$ cat config.mk
export PLATFORM = sky130hd
export DESIGN_NAME = cswc_ctrl
export DESIGN_NICKNAME = d
export VERILOG_FILES = /design/src/cswc_pkg.sv /design/src/cswc_ctrl.sv /design/src/cswc_ms_timer.sv
export SDC_FILE = /design/constraint.sdc
export NUM_CORES = 1
export LEC_CHECK = 0
export BUFFER_PORTS_ARGS = -buffer_cell sky130_fd_sc_hd__buf_2
export CAP_MARGIN = 20
export CORE_ASPECT_RATIO = 1.75
export CORE_MARGIN = 3
export CORE_UTILIZATION = 30
export DETAILED_ROUTE_END_ITERATION = 10
export GPL_TIMING_DRIVEN = 1
export HOLD_SLACK_MARGIN = 0.15
export PLACE_DENSITY = 0.49
export SYNTH_ARGS = -nofsm -noshare
export SYNTH_HDL_FRONTEND = slang
export SYNTH_HIERARCHICAL = 1
export SYNTH_SLANG_ARGS = --single-unit
$ cat constraint.sdc
create_clock -name clk -period 2.8 [get_ports clk]
set_input_delay 0.42 -clock clk [delete_from_list [all_inputs] [get_ports clk]]
set_output_delay 0.42 -clock clk [all_outputs]
set_load 0.02 [all_outputs]
$ cat src/cswc_pkg.sv
// Constants shared by the channel suspend/wake controller files.
// Assumes a single 25 MHz clock and the plain register port.
package cswc_pkg;

	// Clock and time base
	localparam int CLK_PERIOD_NS = 40;
	localparam int TIME_1MS_NS   = 1000000;
	localparam int MS_CYCLES_DEF =
		(TIME_1MS_NS + CLK_PERIOD_NS - 1) / CLK_PERIOD_NS;

	// Oscillator and multiplier settle time before enumeration
	localparam int SETTLE_TIME_US = 1000;
	localparam int SETTLE_CYC_DEF =
		(SETTLE_TIME_US * 1000 + CLK_PERIOD_NS - 1) / CLK_PERIOD_NS;

	// Hold of the reset output after power-on reset ends
	localparam int CLR_HOLD_US  = 10;
	localparam int CLR_HOLD_CYC =
		(CLR_HOLD_US * 1000 + CLK_PERIOD_NS - 1) / CLK_PERIOD_NS;
	localparam int CLR_CNT_W    = $clog2(CLR_HOLD_CYC + 1);

	// Register port
	localparam int ADDR_W = 8;
	localparam int DATA_W = 32;
	localparam logic [ADDR_W-1:0] OFS_CTRL    = 8'h00;
	localparam logic [ADDR_W-1:0] OFS_TIMEOUT = 8'h04;
	localparam logic [ADDR_W-1:0] OFS_STATUS  = 8'h08;

	// Control register fields
	localparam int CTRL_PULLDOWN_BIT = 0;
	localparam int CTRL_RWAKE_BIT    = 1;
	localparam int CTRL_ISO_BIT      = 2;
	localparam int CTRL_W            = 3;
	localparam logic [CTRL_W-1:0] CTRL_RST = 3'h0;

	// Buffer timeout in milliseconds
	localparam int TMO_W = 8;
	localparam logic [TMO_W-1:0] TMO_MIN_MS = 8'h01;
	localparam logic [TMO_W-1:0] TMO_RST_MS = 8'h10;

	// Status register fields
	localparam int STAT_STATE_LSB = 0;
	localparam int STAT_FLUSH_BIT = 2;
	localparam int STAT_TMO_BIT   = 3;
	localparam int STAT_SUSP_BIT  = 4;
	localparam int STAT_ENUM_BIT  = 5;

	typedef enum logic [1:0] {
		PS_SETTLE   = 2'b00,
		PS_WAIT_ENU = 2'b01,
		PS_ON       = 2'b10,
		PS_SUSPEND  = 2'b11
	} cswc_pstate_t;

endpackage

$ cat src/cswc_ctrl.sv
// Channel power, suspend/wake, send-now and buffer timeout control.
// Assumes synchronous inputs from the USB engine and channel logic.
`timescale 1ns/1ns
module cswc_ctrl
	import cswc_pkg::*;
#(
	parameter int MS_CYCLES     = MS_CYCLES_DEF,
	parameter int SETTLE_CYCLES = SETTLE_CYC_DEF,
	parameter int IO_LINES      = 8
) (
	input  wire logic              clk,
	input  wire logic              srst,
	input  wire logic              ext_reset_n,
	input  wire logic              usb_enumerated,
	input  wire logic              usb_suspend,
	input  wire logic              send_now_wake_n,
	input  wire logic              rx_pending,
	input  wire logic              bulk_in_req,
	input  wire logic [ADDR_W-1:0] reg_addr,
	input  wire logic [DATA_W-1:0] reg_wdata,
	input  wire logic              reg_wr,
	input  wire logic              reg_rd,
	output logic [DATA_W-1:0]      reg_rdata,
	output logic                   power_switch_n,
	output logic [IO_LINES-1:0]    io_pulldown,
	output logic                   resume_req,
	output logic                   short_pkt,
	output logic                   iso_mode,
	output logic                   enum_allow,
	output logic                   clear_out_n
);
	localparam int SET_W = $clog2(SETTLE_CYCLES + 1);
	localparam logic [SET_W-1:0] SET_LAST = SET_W'(SETTLE_CYCLES - 1);

	// Block reset: power-on reset or the external pin
	logic rst_int;
	assign rst_int = srst | ~ext_reset_n;

	// Configuration registers
	logic [CTRL_W-1:0] ctrl_r;
	logic [CTRL_W-1:0] ctrl_nxt;
	logic [TMO_W-1:0]  tmo_r;
	logic [TMO_W-1:0]  tmo_nxt;
	logic [DATA_W-1:0] rdata_r;
	logic [DATA_W-1:0] rdata_nxt;

	// Power state and settle timer
	cswc_pstate_t      state_r;
	cswc_pstate_t      state_nxt;
	logic [SET_W-1:0]  set_cnt_r;
	logic [SET_W-1:0]  set_cnt_nxt;
	logic              enum_allow_r;
	logic              enum_allow_nxt;
	logic              pwr_n_r;
	logic              pwr_n_nxt;
	logic [IO_LINES-1:0] pd_r;
	logic [IO_LINES-1:0] pd_nxt;
	logic              iso_r;
	logic              iso_nxt;

	// Wake strobe and short packet handling
	logic              wake_prev_r;
	logic              wake_fall;
	logic              resume_r;
	logic              resume_nxt;
	logic              flush_r;
	logic              flush_nxt;
	logic              short_r;
	logic              short_nxt;
	logic              tmo_run;
	logic              tmo_exp;

	// Reset output stretch
	logic [CLR_CNT_W-1:0] clr_cnt_r;
	logic [CLR_CNT_W-1:0] clr_cnt_nxt;
	logic                 clr_n_r;
	logic                 clr_n_nxt;

	// Register port
	always_comb begin
		ctrl_nxt  = ctrl_r;
		tmo_nxt   = tmo_r;
		rdata_nxt = '0;
		if (reg_wr) begin
			case (reg_addr)
				OFS_CTRL: begin
					ctrl_nxt = reg_wdata[CTRL_W-1:0];
				end
				OFS_TIMEOUT: begin
					// Zero would mean no timeout; clamp to shortest
					if (reg_wdata[TMO_W-1:0] < TMO_MIN_MS)
						tmo_nxt = TMO_MIN_MS;
					else
						tmo_nxt = reg_wdata[TMO_W-1:0];
				end
				default: begin
					ctrl_nxt = ctrl_r;
				end
			endcase
		end
		if (reg_rd) begin
			case (reg_addr)
				OFS_CTRL:    rdata_nxt[CTRL_W-1:0] = ctrl_r;
				OFS_TIMEOUT: rdata_nxt[TMO_W-1:0]  = tmo_r;
				OFS_STATUS: begin
					rdata_nxt[STAT_STATE_LSB +: $bits(state_r)] = state_r;
					rdata_nxt[STAT_FLUSH_BIT]      = flush_r;
					rdata_nxt[STAT_TMO_BIT]        = tmo_exp;
					rdata_nxt[STAT_SUSP_BIT]       = usb_suspend;
					rdata_nxt[STAT_ENUM_BIT]       = enum_allow_r;
				end
				default:     rdata_nxt = '0;
			endcase
		end
	end

	always_ff @(posedge clk) begin
		if (rst_int) begin
			ctrl_r  <= CTRL_RST;
			tmo_r   <= TMO_RST_MS;
			rdata_r <= '0;
		end else begin
			ctrl_r  <= ctrl_nxt;
			tmo_r   <= tmo_nxt;
			rdata_r <= rdata_nxt;
		end
	end

	// Power state machine
	always_comb begin
		state_nxt      = state_r;
		set_cnt_nxt    = set_cnt_r;
		enum_allow_nxt = enum_allow_r;
		case (state_r)
			PS_SETTLE: begin
				set_cnt_nxt = set_cnt_r + SET_W'(1);
				if (set_cnt_r == SET_LAST) begin
					state_nxt      = PS_WAIT_ENU;
					enum_allow_nxt = 1'b1;
				end
			end
			PS_WAIT_ENU: begin
				if (usb_enumerated && !usb_suspend)
					state_nxt = PS_ON;
			end
			PS_ON: begin
				if (usb_suspend)
					state_nxt = PS_SUSPEND;
				else if (!usb_enumerated)
					state_nxt = PS_WAIT_ENU;
			end
			PS_SUSPEND: begin
				if (!usb_suspend)
					state_nxt = usb_enumerated ? PS_ON : PS_WAIT_ENU;
			end
			default: begin
				state_nxt = PS_SETTLE;
			end
		endcase
		// Outputs follow the next state and control so they line up with state_r and ctrl_r
		pwr_n_nxt = (state_nxt != PS_ON);
		iso_nxt   = ctrl_nxt[CTRL_ISO_BIT];
	end

	// Pull-down per channel line
	for (genvar i = 0; i < IO_LINES; i++) begin : g_pd
		assign pd_nxt[i] = ctrl_nxt[CTRL_PULLDOWN_BIT] & pwr_n_nxt;
	end

	always_ff @(posedge clk) begin
		if (rst_int) begin
			state_r      <= PS_SETTLE;
			set_cnt_r    <= '0;
			enum_allow_r <= 1'b0;
			pwr_n_r      <= 1'b1;
			pd_r         <= '0;
			iso_r        <= 1'b0;
		end else begin
			state_r      <= state_nxt;
			set_cnt_r    <= set_cnt_nxt;
			enum_allow_r <= enum_allow_nxt;
			pwr_n_r      <= pwr_n_nxt;
			pd_r         <= pd_nxt;
			iso_r        <= iso_nxt;
		end
	end

	// Send-now / wake strobe
	assign wake_fall = wake_prev_r & ~send_now_wake_n;
	// Timer restarts on each served request and stops without data
	assign tmo_run = rx_pending & (state_r == PS_ON) & ~bulk_in_req;

	always_comb begin
		resume_nxt = wake_fall & usb_suspend & ctrl_r[CTRL_RWAKE_BIT];
		// A strobe in the serving cycle wins and waits for the next one
		flush_nxt  = (wake_fall & ~usb_suspend) |
			(flush_r & ~bulk_in_req);
		short_nxt  = bulk_in_req & (flush_r | tmo_exp);
	end

	always_ff @(posedge clk) begin
		if (rst_int) begin
			wake_prev_r <= 1'b1;
			resume_r    <= 1'b0;
			flush_r     <= 1'b0;
			short_r     <= 1'b0;
		end else begin
			wake_prev_r <= send_now_wake_n;
			resume_r    <= resume_nxt;
			flush_r     <= flush_nxt;
			short_r     <= short_nxt;
		end
	end

	cswc_ms_timer #(
		.MS_CYCLES (MS_CYCLES),
		.LIM_W     (TMO_W)
	) u_tmo (
		.clk     (clk),
		.srst    (rst_int),
		.run     (tmo_run),
		.limit   (tmo_r),
		.expired (tmo_exp)
	);

	// Reset output: power-on reset only, so the pin is not a loop back
	always_comb begin
		clr_cnt_nxt = clr_cnt_r;
		if (clr_cnt_r != '0)
			clr_cnt_nxt = clr_cnt_r - CLR_CNT_W'(1);
		clr_n_nxt = (clr_cnt_nxt == '0);
	end

	always_ff @(posedge clk) begin
		if (srst) begin
			clr_cnt_r <= CLR_CNT_W'(CLR_HOLD_CYC);
			clr_n_r   <= 1'b0;
		end else begin
			clr_cnt_r <= clr_cnt_nxt;
			clr_n_r   <= clr_n_nxt;
		end
	end

	assign reg_rdata      = rdata_r;
	assign power_switch_n = pwr_n_r;
	assign io_pulldown    = pd_r;
	assign resume_req     = resume_r;
	assign short_pkt      = short_r;
	assign iso_mode       = iso_r;
	assign enum_allow     = enum_allow_r;
	assign clear_out_n    = clr_n_r;
endmodule

$ cat src/cswc_ms_timer.sv
// Millisecond timer that flags expiry after a programmed count.
// Assumes run is held high while timing and dropped to restart.
`timescale 1ns/1ns
module cswc_ms_timer
	import cswc_pkg::*;
#(
	parameter int MS_CYCLES = MS_CYCLES_DEF,
	parameter int LIM_W     = TMO_W
) (
	input  wire logic             clk,
	input  wire logic             srst,
	input  wire logic             run,
	input  wire logic [LIM_W-1:0] limit,
	output logic                  expired
);
	localparam int PRE_W = $clog2(MS_CYCLES + 1);
	localparam logic [PRE_W-1:0] PRE_LAST = PRE_W'(MS_CYCLES - 1);

	logic [PRE_W-1:0] pre_r;
	logic [PRE_W-1:0] pre_nxt;
	logic [LIM_W-1:0] ms_r;
	logic [LIM_W-1:0] ms_nxt;
	logic             exp_r;
	logic             exp_nxt;

	always_comb begin
		pre_nxt = '0;
		ms_nxt  = '0;
		exp_nxt = 1'b0;
		if (run) begin
			exp_nxt = exp_r;
			ms_nxt  = ms_r;
			pre_nxt = pre_r + PRE_W'(1);
			if (pre_r == PRE_LAST) begin
				pre_nxt = '0;
				if (!exp_r)
					ms_nxt = ms_r + LIM_W'(1);
			end
			// Expiry stays until run drops, so no short packet is missed
			if (ms_nxt >= limit)
				exp_nxt = 1'b1;
		end
	end

	always_ff @(posedge clk) begin
		if (srst) begin
			pre_r <= '0;
			ms_r  <= '0;
			exp_r <= 1'b0;
		end else begin
			pre_r <= pre_nxt;
			ms_r  <= ms_nxt;
			exp_r <= exp_nxt;
		end
	end

	assign expired = exp_r;
endmodule

==> reports/qor.csv, run 1 <==
metric,value,unit
cpPeakStageDelay,0.49,ns
fill_cells,1255,
period_share,0.934,
yosysUniqueCellTypes,51,
core_area,12000,µm²
pwr-share-seq,0.469,
grt_util_all_layers,0.128,
maxSlewViolCount,0,
cp_max_fo,12,
cts_buffers,9,
critPathRequiredTime,3.00,ns
synthArstFlopShare,0,
antenna_found_initial,0,
status,completed,
num_rows,53,
worstSetupPathType,reg -> reg,
cap_violations,0,
clk_pin_slew_worst_paths,0.06,ns
grt_max_degree,31,
fmax,0.383,GHz
htreeDepth,3,
clockBufferDepth,2,
initial_core_util,0.307,
drt-initial-drc-count,157,
synth_common_cells,"dfxtp_1, nor2_1, buf_4",
p_per_area,548,nW/µm²
ioPinCount,96,
netlist_area,3690,µm²
dr.pass1.iters,5,
clkLatencyLatePin,0.33,ns
crit_path_end_kind,flip-flop,
netlist.area_leader.share,0.413,
irDropWorstVdd,0.000292,V
synth-simple-area-share,0.256,
period_minus_slack,2.61,ns
use_met2,0.236,
combPwrFrac,0.047,
placed_area,4000,µm²
die-area,13700,µm²
io_buffer_count,47,
post_cts_buffers,0,
busiest_layer,met2,
skew,0.00370,ns
die_h,153,µm
p_leak,1.74,nW
vias,2934,
grt_first_pass_wirelength,14100,µm
drive_above_1_share,0.171,
fin_area,4300,µm²
post_drt_via_cell_ratio,4.63,
cts.sinks,76,
cts_tree,done,
wl_per_cell,13.3,µm
route.detailed.drc,0,
yosys.area.top_type,dfxtp_1,
maxSlewHeadroom,0.560,
synth_compound_area_frac,0.0770,
cp_slowest_cell,or4_1,
totalWireLength,8430,µm
hold_viol_final,0,
min_path_type,in -> reg,
grt_setup_unrepaired,no,
grt_overflow,0,
worst_pin_slew,0.651,ns
hpwl,6500,µm
crit_chain,nor4_4 > nand4_2 > buf_4 > or4_1 > nand2_1 > ha_1 > a211oi_1 > o211a_1 > a211oi_1,
syn_to_final_growth,16.6,%
crit_path_start_kind,flip-flop,
critPathTopFamily,simple AND/OR/NAND/NOR gates,
synth_xor_area_frac,0.0736,
met1_usage,0.137,
syn_avg_cell_area,8.86,µm²
muxShareOfSynthArea,0.0411,
synth_top_family_by_area,simple AND/OR/NAND/NOR gates,
sw_frac_of_total,0.220,
ys_seq_area_frac,0.413,
synth_most_common_cell,dfxtp_1,
internal_power,1.84,mW
synth_edf_count,0,
clock_power_share,0.484,
crit_arrival,2.81,ns
synth_fa_ha_area_frac,0.0441,
ys.flop_type,dfxtp_1,
antenna_left,0,
cp_num_buf_inv,1,
final_nets,528,
first_global_vias,2939,
synth_warnings,6,
ys_ff_latch,76,
setup_viol,0,
synthTopCellsByArea,"dfxtp_1, nor2_1, buf_4",
cts_root_buf,clkbuf_16,
grtUsageMet3,0.0262,
place_congestion,0.744,
die_w,89.8,µm
synth_cells,416,
tns,0,ns
switchingPower,0.518,mW
crit_top_cell,a211oi_1,
num_antenna_cells,0,
-- final timing paths --
check                   from       endpoint  slack, ns  cells past startpoint
min reg2reg      wake_prev_r     resume_req       0.47                      2
max reg2reg   u_tmo/pre_r[6]  u_tmo/expired       0.19                      9
min          send_now_wake_n    wake_prev_r       0.31                      2
max           u_tmo/pre_r[6]  u_tmo/expired       0.19                      9
-- worst reg2reg max path, stage by stage, from the launching register on --
cell,delay (ns)
dfxtp_1,0.36
nor4_4,0.31
nand4_2,0.16
buf_4,0.20
or4_1,0.50
nand2_1,0.09
ha_1,0.24
a211oi_1,0.34
o211a_1,0.22
a211oi_1,0.05
-- layout by cell type (no fill, tap or decap), types with 4 or more instances in the layout --
cell type,instances
buf_4,8
nor2b_1,5
nand2b_1,4
nor2_1,64
conb_1,24
nand4_1,12
a21oi_1,15
ha_1,13
a21o_1,4
nor4_1,10
clkbuf_16,9
xnor2_1,17
nand2_1,21
o21ai_0,9
nor3_1,9
buf_2,47
nand3_1,16
mux2i_1,14
dfxtp_1,76
inv_1,20
or3_1,5
xor2_1,14
and3_1,4
or4_1,5
-- sequential cells by signal, summed over array words and instances, names as in the netlist, 2 cells and up --
signal and count:
set_cnt_r 15, state_r 2, clr_cnt_r 8, ctrl_r 3, tmo_r 8, u_tmo/pre_r 15, u_tmo/ms_r 8, reg_rdata 8
-- area by class of cell --
type                            instances  area, µm²  area share
Multi-Input combinational cell        303       1910       0.444
Inverter                               20       75.1      0.0175
Timing Repair Buffer                   55        295      0.0687
Tap cell                              165        206      0.0480
Clock buffer                           11        243      0.0565
Clock inverter                          4       50.0      0.0116
Sequential cell                        76       1520       0.354
-- power by group through the flow --
stage | clock network, mW | logic (mW) | registers (mW)
after floorplan | 0 | 0.101 | 1.12
after global placement | 0 | 0.110 | 1.13
after detailed placement | 0 | 0.111 | 1.13
after CTS | 1.18 | 0.111 | 1.10
after global routing | 1.22 | 0.124 | 1.10
final | 1.14 | 0.111 | 1.10
-- metal layers --
metal  wire length (µm)  vias up
met5                  0        -
met4                182        0
met3                306       10
met2               4460       56
met1               3480     1377
li1                   -     1491
-- cell families (layout without fill, tap and decap cells) --
group,Yosys count,after routing
XOR/XNOR,31,31
buffers and inverters,60,90
multiplexers,15,15
adder cells (fa/ha/maj),13,13
AO/OA/AOI/OAI,45,45
flip-flops,76,76
AND/OR/NAND/NOR,175,175
other,1,24
-- through the flow --
stage	hold slack (ns)	utilization	cells	setup slack [ns]	power [mW]
2_1_floorplan	0.434	-	439	0.389	1.22
3_3_place_gp	0.454	0.333	619	0.247	1.24
3_5_place_dp	0.463	0.333	619	0.206	1.24
4_1_cts	0.296	0.358	634	0.189	2.39
5_1_grt	0.313	0.358	634	0.0205	2.45
6_report	0.307	0.358	634	0.186	2.35
-- timing repair --
item / 4_1_cts / 5_1_grt
hold buffers: 0 / 0
resized for setup: 0 / 1
endpoints found under the setup margin: 0 / 1
No activity file was read; power rests on OpenSTA's default activity.
==> run 2: changes to the inputs <==
--- a/config.mk
+++ b/config.mk
@@ -14,6 +14,7 @@
 export GPL_TIMING_DRIVEN = 1
 export HOLD_SLACK_MARGIN = 0.15
 export PLACE_DENSITY = 0.49
+export SKIP_LAST_GASP = 1
 export SYNTH_ARGS = -nofsm -noshare
 export SYNTH_HDL_FRONTEND = slang
 export SYNTH_HIERARCHICAL = 1
==> constraint.sdc (replaced) <==
create_clock -name clk -period 2.6 [get_ports clk]
set_input_delay 0.39 -clock clk [delete_from_list [all_inputs] [get_ports clk]]
set_output_delay 0.39 -clock clk [all_outputs]
set_load 0.02 [all_outputs]
==> run 2 against run 1 <==
Routed wire length up 1.3%. Setup slack improved by 0.016 ns. Clock-buffer cell count up 1. First-iteration DRC count down 42%. Non-clock buffer count increased by 6. Sequential power grew 8%. Critical path depth did not move. Via count rose by 0.95%. Hold slack got worse by 0.023 ns. Total power rose by 12%. Largest cell class unchanged.
==> reports/qor.csv, run 2 (synthesized netlist as in run 1, its figures left out) <==
metric,value,unit,change
status,completed,,
hold_viol_final,0,,unchanged
crit_path_start_kind,flip-flop,,
setup_slack,0.201,ns,+0.0156 ns
core_area,12000,µm²,unchanged
crit_chain,nor4_4 > nand4_2 > or3_4 > nand2_1 > ha_1 > a21o_1 > a211oi_2 > o211a_1 > a211oi_1,,
post_drt_via_cell_ratio,4.62,,-0.15%
p_leak,1.81,nW,+4.0%
r2r_slack,0.20,ns,+0.02 ns
clk_pin_slew_worst_paths,0.06,ns,about the same
cts_tree,done,,
setup_viol,0,,unchanged
cts.sinks,76,,unchanged
die_w,89.8,µm,unchanged
grt_setup_unrepaired,no,,
p_per_area,599,nW/µm²,+9.3%
critPathRequiredTime,2.79,ns,-0.21 ns
antenna_left,0,,unchanged
hpwl,6620,µm,+1.8%
drt-initial-drc-count,91,,-42%
fill_cells,1245,,-0.80%
totalWireLength,8540,µm,+1.3%
grt_util_all_layers,0.128,,+0.000324
die_h,153,µm,unchanged
grt_overflow,0,,unchanged
cp_slowest_cell,or3_4,,
skew,0.00637,ns,+0.00267 ns
die-area,13700,µm²,unchanged
syn_to_final_growth,19.5,%,
fmax,0.417,GHz,+9.0%
clockBufferDepth,2,,unchanged
cp_max_fo,4,,-8
wl_per_cell,13.3,µm,+0.23%
maxSlewViolCount,0,,unchanged
min_path_type,in -> reg,,
final_nets,534,,+1.1%
cpPeakStageDelay,0.41,ns,-0.08 ns
irDropWorstVdd,0.000278,V,-4.5%
antenna_found_initial,0,,unchanged
crit_path_end_kind,flip-flop,,
io_buffer_count,47,,unchanged
pre_cts_ws,0.0893,ns,-0.117 ns
drive_above_1_share,0.195,,+0.0248
period_share,0.923,,-0.0111
placed_area,4050,µm²,+1.1%
initial_core_util,0.307,,unchanged
place_congestion,0.748,,+0.52%
grt_max_degree,31,,unchanged
cap_violations,0,,unchanged
dr.pass1.iters,5,,unchanged
num_antenna_cells,0,,unchanged
period_minus_slack,2.40,ns,-0.216 ns
cp_num_buf_inv,0,,-1
worstSetupPathType,reg -> reg,,
vias,2962,,+0.95%
top_regs,"set_cnt_r: 15 flops, u_tmo/pre_r: 15 flops",,
route.detailed.drc,0,,unchanged
critPathTopFamily,simple AND/OR/NAND/NOR gates,,
layout_commonest_cell,dfxtp_1,,
fin_area,4410,µm²,+2.5%
cts_buffers,9,,unchanged
clkLatencyLatePin,0.33,ns,about the same
ioPinCount,96,,unchanged
tns,0,ns,unchanged
cts_root_buf,clkbuf_16,,
final_cell_mix,"dfxtp_1, nor2_1, buf_2",,
first_global_vias,2988,,+1.7%
crit_arrival,2.59,ns,-0.22 ns
htreeDepth,3,,unchanged
grt_first_pass_wirelength,14200,µm,+1.0%
num_rows,53,,unchanged
## run 2: layer usage
layer	vias to the layer above	track usage	routed length [µm]	part of all wire
met5	-	0	0	0
met4	0	0.0673	252	0.030
met3	10	0.0331	272	0.032
met2	53	0.227	4500	0.53
met1	1402	0.140	3510	0.41
li1	1497	-	-	-
## run 2: where the power goes
group	internal [mW]	switching [mW]
Sequential	1.18	0.0120
Combinational	0.0399	0.0788
Clock	0.865	0.467
## run 2: through the flow
| step | std cells | total power, mW | hold slack [ns] | util |
|---|---|---|---|---|
| 6_report | 641 | 2.64 | 0.284 | 0.367 |
| 5_1_grt | 641 | 2.75 | 0.306 | 0.367 |
| 4_1_cts | 641 | 2.69 | 0.270 | 0.364 |
| 3_5_place_dp | 625 | 1.33 | 0.459 | 0.337 |
| 3_3_place_gp | 625 | 1.33 | 0.455 | 0.337 |
| 2_1_floorplan | 439 | 1.32 | 0.434 | - |
## run 2: worst paths after layout
check | to | cells after the start | startpoint
setup / recovery | u_tmo/expired | 9 | u_tmo/pre_r[10]
hold / removal | wake_prev_r | 2 | send_now_wake_n
setup reg to reg | u_tmo/expired | 9 | u_tmo/pre_r[10]
hold reg to reg | resume_req | 2 | wake_prev_r
## run 2: what timing repair did
item | in CTS | in global routing
buffers inserted | 0 | 0
resized for setup | 0 | 12
endpoints found under the setup margin | 0 | 1
hold buffers | 0 | 0
endpoints found under the hold margin | 0 | 0
## run 2: cell type report
type,instances,area (µm²),area share
well taps,165,206,0.0468
inverters,20,75.1,0.0170
flip-flops and latches,76,1520,0.346
multi-input cells,303,1940,0.440
clock inverters,4,72.6,0.0165
repair buffers,61,344,0.0781
clock buffers,12,246,0.0559
==> run 3: changes to the inputs <==
--- a/config.mk
+++ b/config.mk
@@ -5,15 +5,15 @@
 export SDC_FILE = /design/constraint.sdc
 export NUM_CORES = 1
 export LEC_CHECK = 0
-export BUFFER_PORTS_ARGS = -buffer_cell sky130_fd_sc_hd__buf_2
 export CAP_MARGIN = 20
 export CORE_ASPECT_RATIO = 1.75
 export CORE_MARGIN = 3
 export CORE_UTILIZATION = 30
 export DETAILED_ROUTE_END_ITERATION = 10
+export DONT_BUFFER_PORTS = 1
 export GPL_TIMING_DRIVEN = 1
 export HOLD_SLACK_MARGIN = 0.15
-export PLACE_DENSITY = 0.49
+export PLACE_DENSITY = 0.43
 export SKIP_LAST_GASP = 1
 export SYNTH_ARGS = -nofsm -noshare
 export SYNTH_HDL_FRONTEND = slang
==> run 3 against run 2 <==
Total power fell by 9.7%. Cell area fell by 6.3%. Core utilization fell by 2.3 points. Fmax fell by 1.2%. Clock skew fell by 0.0010 ns. Clock power fell by 17%. Sequential power barely moved. Highest routed layer unchanged. Clock-buffer cell count fell by 2.
==> reports/qor.csv, run 3 (synthesized netlist as in run 1, its figures left out) <==
metric,value,unit,change
die-area,13700,µm²,unchanged
place_congestion,0.820,,+9.5%
die_w,89.8,µm,unchanged
placed_area,3830,µm²,-5.4%
grt_util_all_layers,0.129,,+0.000976
cp_max_fo,10,,+6
dr.pass1.iters,4,,-1
wl_per_cell,14.2,µm,+6.9%
crit_chain,ha_1 > and3_1 > nand4_2 > buf_4 > xor2_2 > ha_1 > nand2b_1 > a2111oi_2 > o211a_1 > a211oi_1,,
maxSlewHeadroom,0.466,,
io_buffer_count,0,,-100%
final_cell_mix,"dfxtp_1, nor2_1, conb_1",,
cpPeakStageDelay,0.39,ns,-0.02 ns
cp_slowest_cell,a2111oi_2,,
worst_pin_slew,0.802,ns,
cts_tree,done,,
irDropWorstVdd,0.000312,V,+12%
cap_violations,0,,unchanged
crit_top_cell,ha_1,,
cts_buffers,9,,unchanged
drive_above_1_share,0.106,,-0.0889
worstRegToRegCells,10,,+1
critPathTopFamily,compound AO/OA/AOI/OAI gates,,
fin_area,4130,µm²,-6.3%
first_global_vias,2757,,-7.7%
min_path_type,in -> reg,,
r2r_slack,0.17,ns,-0.03 ns
worstSetupPathType,reg -> reg,,
crit_path_start_kind,flip-flop,,
cts_root_buf,clkbuf_16,,
setup_viol,0,,unchanged
route.detailed.drc,0,,unchanged
syn_to_final_growth,12.0,%,
die_h,153,µm,unchanged
final_nets,491,,-8.1%
crit_arrival,2.63,ns,+0.04 ns
post_drt_via_cell_ratio,4.63,,about the same
ioPinCount,96,,unchanged
fmax,0.412,GHz,-1.2%
hpwl,6500,µm,-1.8%
htreeDepth,3,,unchanged
p_leak,1.57,nW,-13%
top_regs,"set_cnt_r: 15 flops, u_tmo/pre_r: 15 flops",,
drt-initial-drc-count,90,,-1.1%
crit_path_end_kind,flip-flop,,
antenna_found_initial,1,,+1
postLayoutCoreUtil,0.344,,-0.0231
p_per_area,577,nW/µm²,-3.6%
vias,2766,,-6.6%
num_rows,53,,unchanged
totalWireLength,8520,µm,-0.28%
clk_pin_slew_worst_paths,0.06,ns,about the same
period_minus_slack,2.43,ns,+0.0300 ns
status,completed,,
grt_overflow,0,,unchanged
cp_num_buf_inv,1,,+1
period_share,0.934,,+0.0115
clockBufferDepth,2,,unchanged
r2r-end,u_tmo/expired,,
maxSlewViolCount,0,,unchanged
hold_path_end,wake_prev_r,,
skew,0.00535,ns,-0.00102 ns
layout_commonest_cell,dfxtp_1,,
timing.rr.start,u_tmo/pre_r[0],,
cts.sinks,76,,unchanged
clkLatencyLatePin,0.33,ns,about the same
antenna_left,0,,unchanged
grt_first_pass_wirelength,14000,µm,-1.6%
min_delay_path_depth,1,,-1
core_area,12000,µm²,unchanged
initial_core_util,0.307,,unchanged
hold_viol_final,0,,unchanged
min_from,send_now_wake_n,,
critPathRequiredTime,2.80,ns,about the same
grt_max_degree,31,,unchanged
[run 3: cell count changes in the layout (fill, tap and decap cells not counted), sizes merged]
cell,change
clkinvlp,+1
bufinv,-2
clkbuf,-2
buf,-44
dlygate4sd3,+1
diode,+1
clkinv,+2
[run 3: final cells by class]
cell class              count  area (µm²)
flip-flops and latches     76        1520
fillers                  1289        7870
inverters                  20        75.1
clock inverters             5        30.0
diodes                      1        2.50
repair buffers             18         138
clock buffers              10         229
multi-input cells         303        1930
well taps                 165         206
[run 3: what timing repair did]
item / 4_1_cts / 5_1_grt
resized for setup: 1 / 6
setup buffers: 0 / 1
hold buffers: 1 / 0
pin swaps: 0 / 2
endpoints found under the setup margin: 1 / 1
endpoints found under the hold margin: 6 / 0
[run 3: worst max-delay path by stage]
| stage | start | endpoint | slack (ns) | cells after the start |
|---|---|---|---|---|
| floorplan | u_tmo/pre_r[0] | u_tmo/expired | 0.19 | 11 |
| global route | u_tmo/pre_r[0] | u_tmo/expired | -0.004 | 11 |
| finish | u_tmo/pre_r[0] | u_tmo/expired | 0.17 | 10 |
| detailed placement | u_tmo/pre_r[4] | u_tmo/expired | -0.03 | 9 |
| global placement | u_tmo/pre_r[4] | u_tmo/expired | 0.009 | 9 |
| CTS | u_tmo/pre_r[4] | u_tmo/expired | 0.01 | 9 |
[run 3: through the flow]
stage / setup WS [ns] / hold slack (ns) / power (mW) / instances / TNS [ns]
5_1_grt: -0.00431 / 0.177 / 2.50 / 598 / -0.00431
3_5_place_dp: -0.0314 / 0.456 / 1.30 / 580 / -0.0314
2_1_floorplan: 0.189 / 0.434 / 1.32 / 439 / 0
3_3_place_gp: 0.00903 / 0.457 / 1.30 / 580 / 0
4_1_cts: 0.0130 / 0.168 / 2.44 / 596 / 0
6_report: 0.171 / 0.182 / 2.38 / 598 / 0
[run 3: per-layer routing]
metal / GRT usage / routed length, µm / vias to the layer above
met5: 0 / 0 / -
met4: 0.0599 / 156 / 0
met3: 0.0420 / 515 / 10
met2: 0.235 / 4570 / 68
met1: 0.134 / 3270 / 1273
li1: - / - / 1415
[run 3: power by group]
part           internal, mW  leakage (nW)  switching, mW
Clock                 0.635         0.124          0.465
Combinational        0.0285         0.835         0.0665
Sequential             1.18         0.614         0.0116
Total                  1.84          1.57          0.544
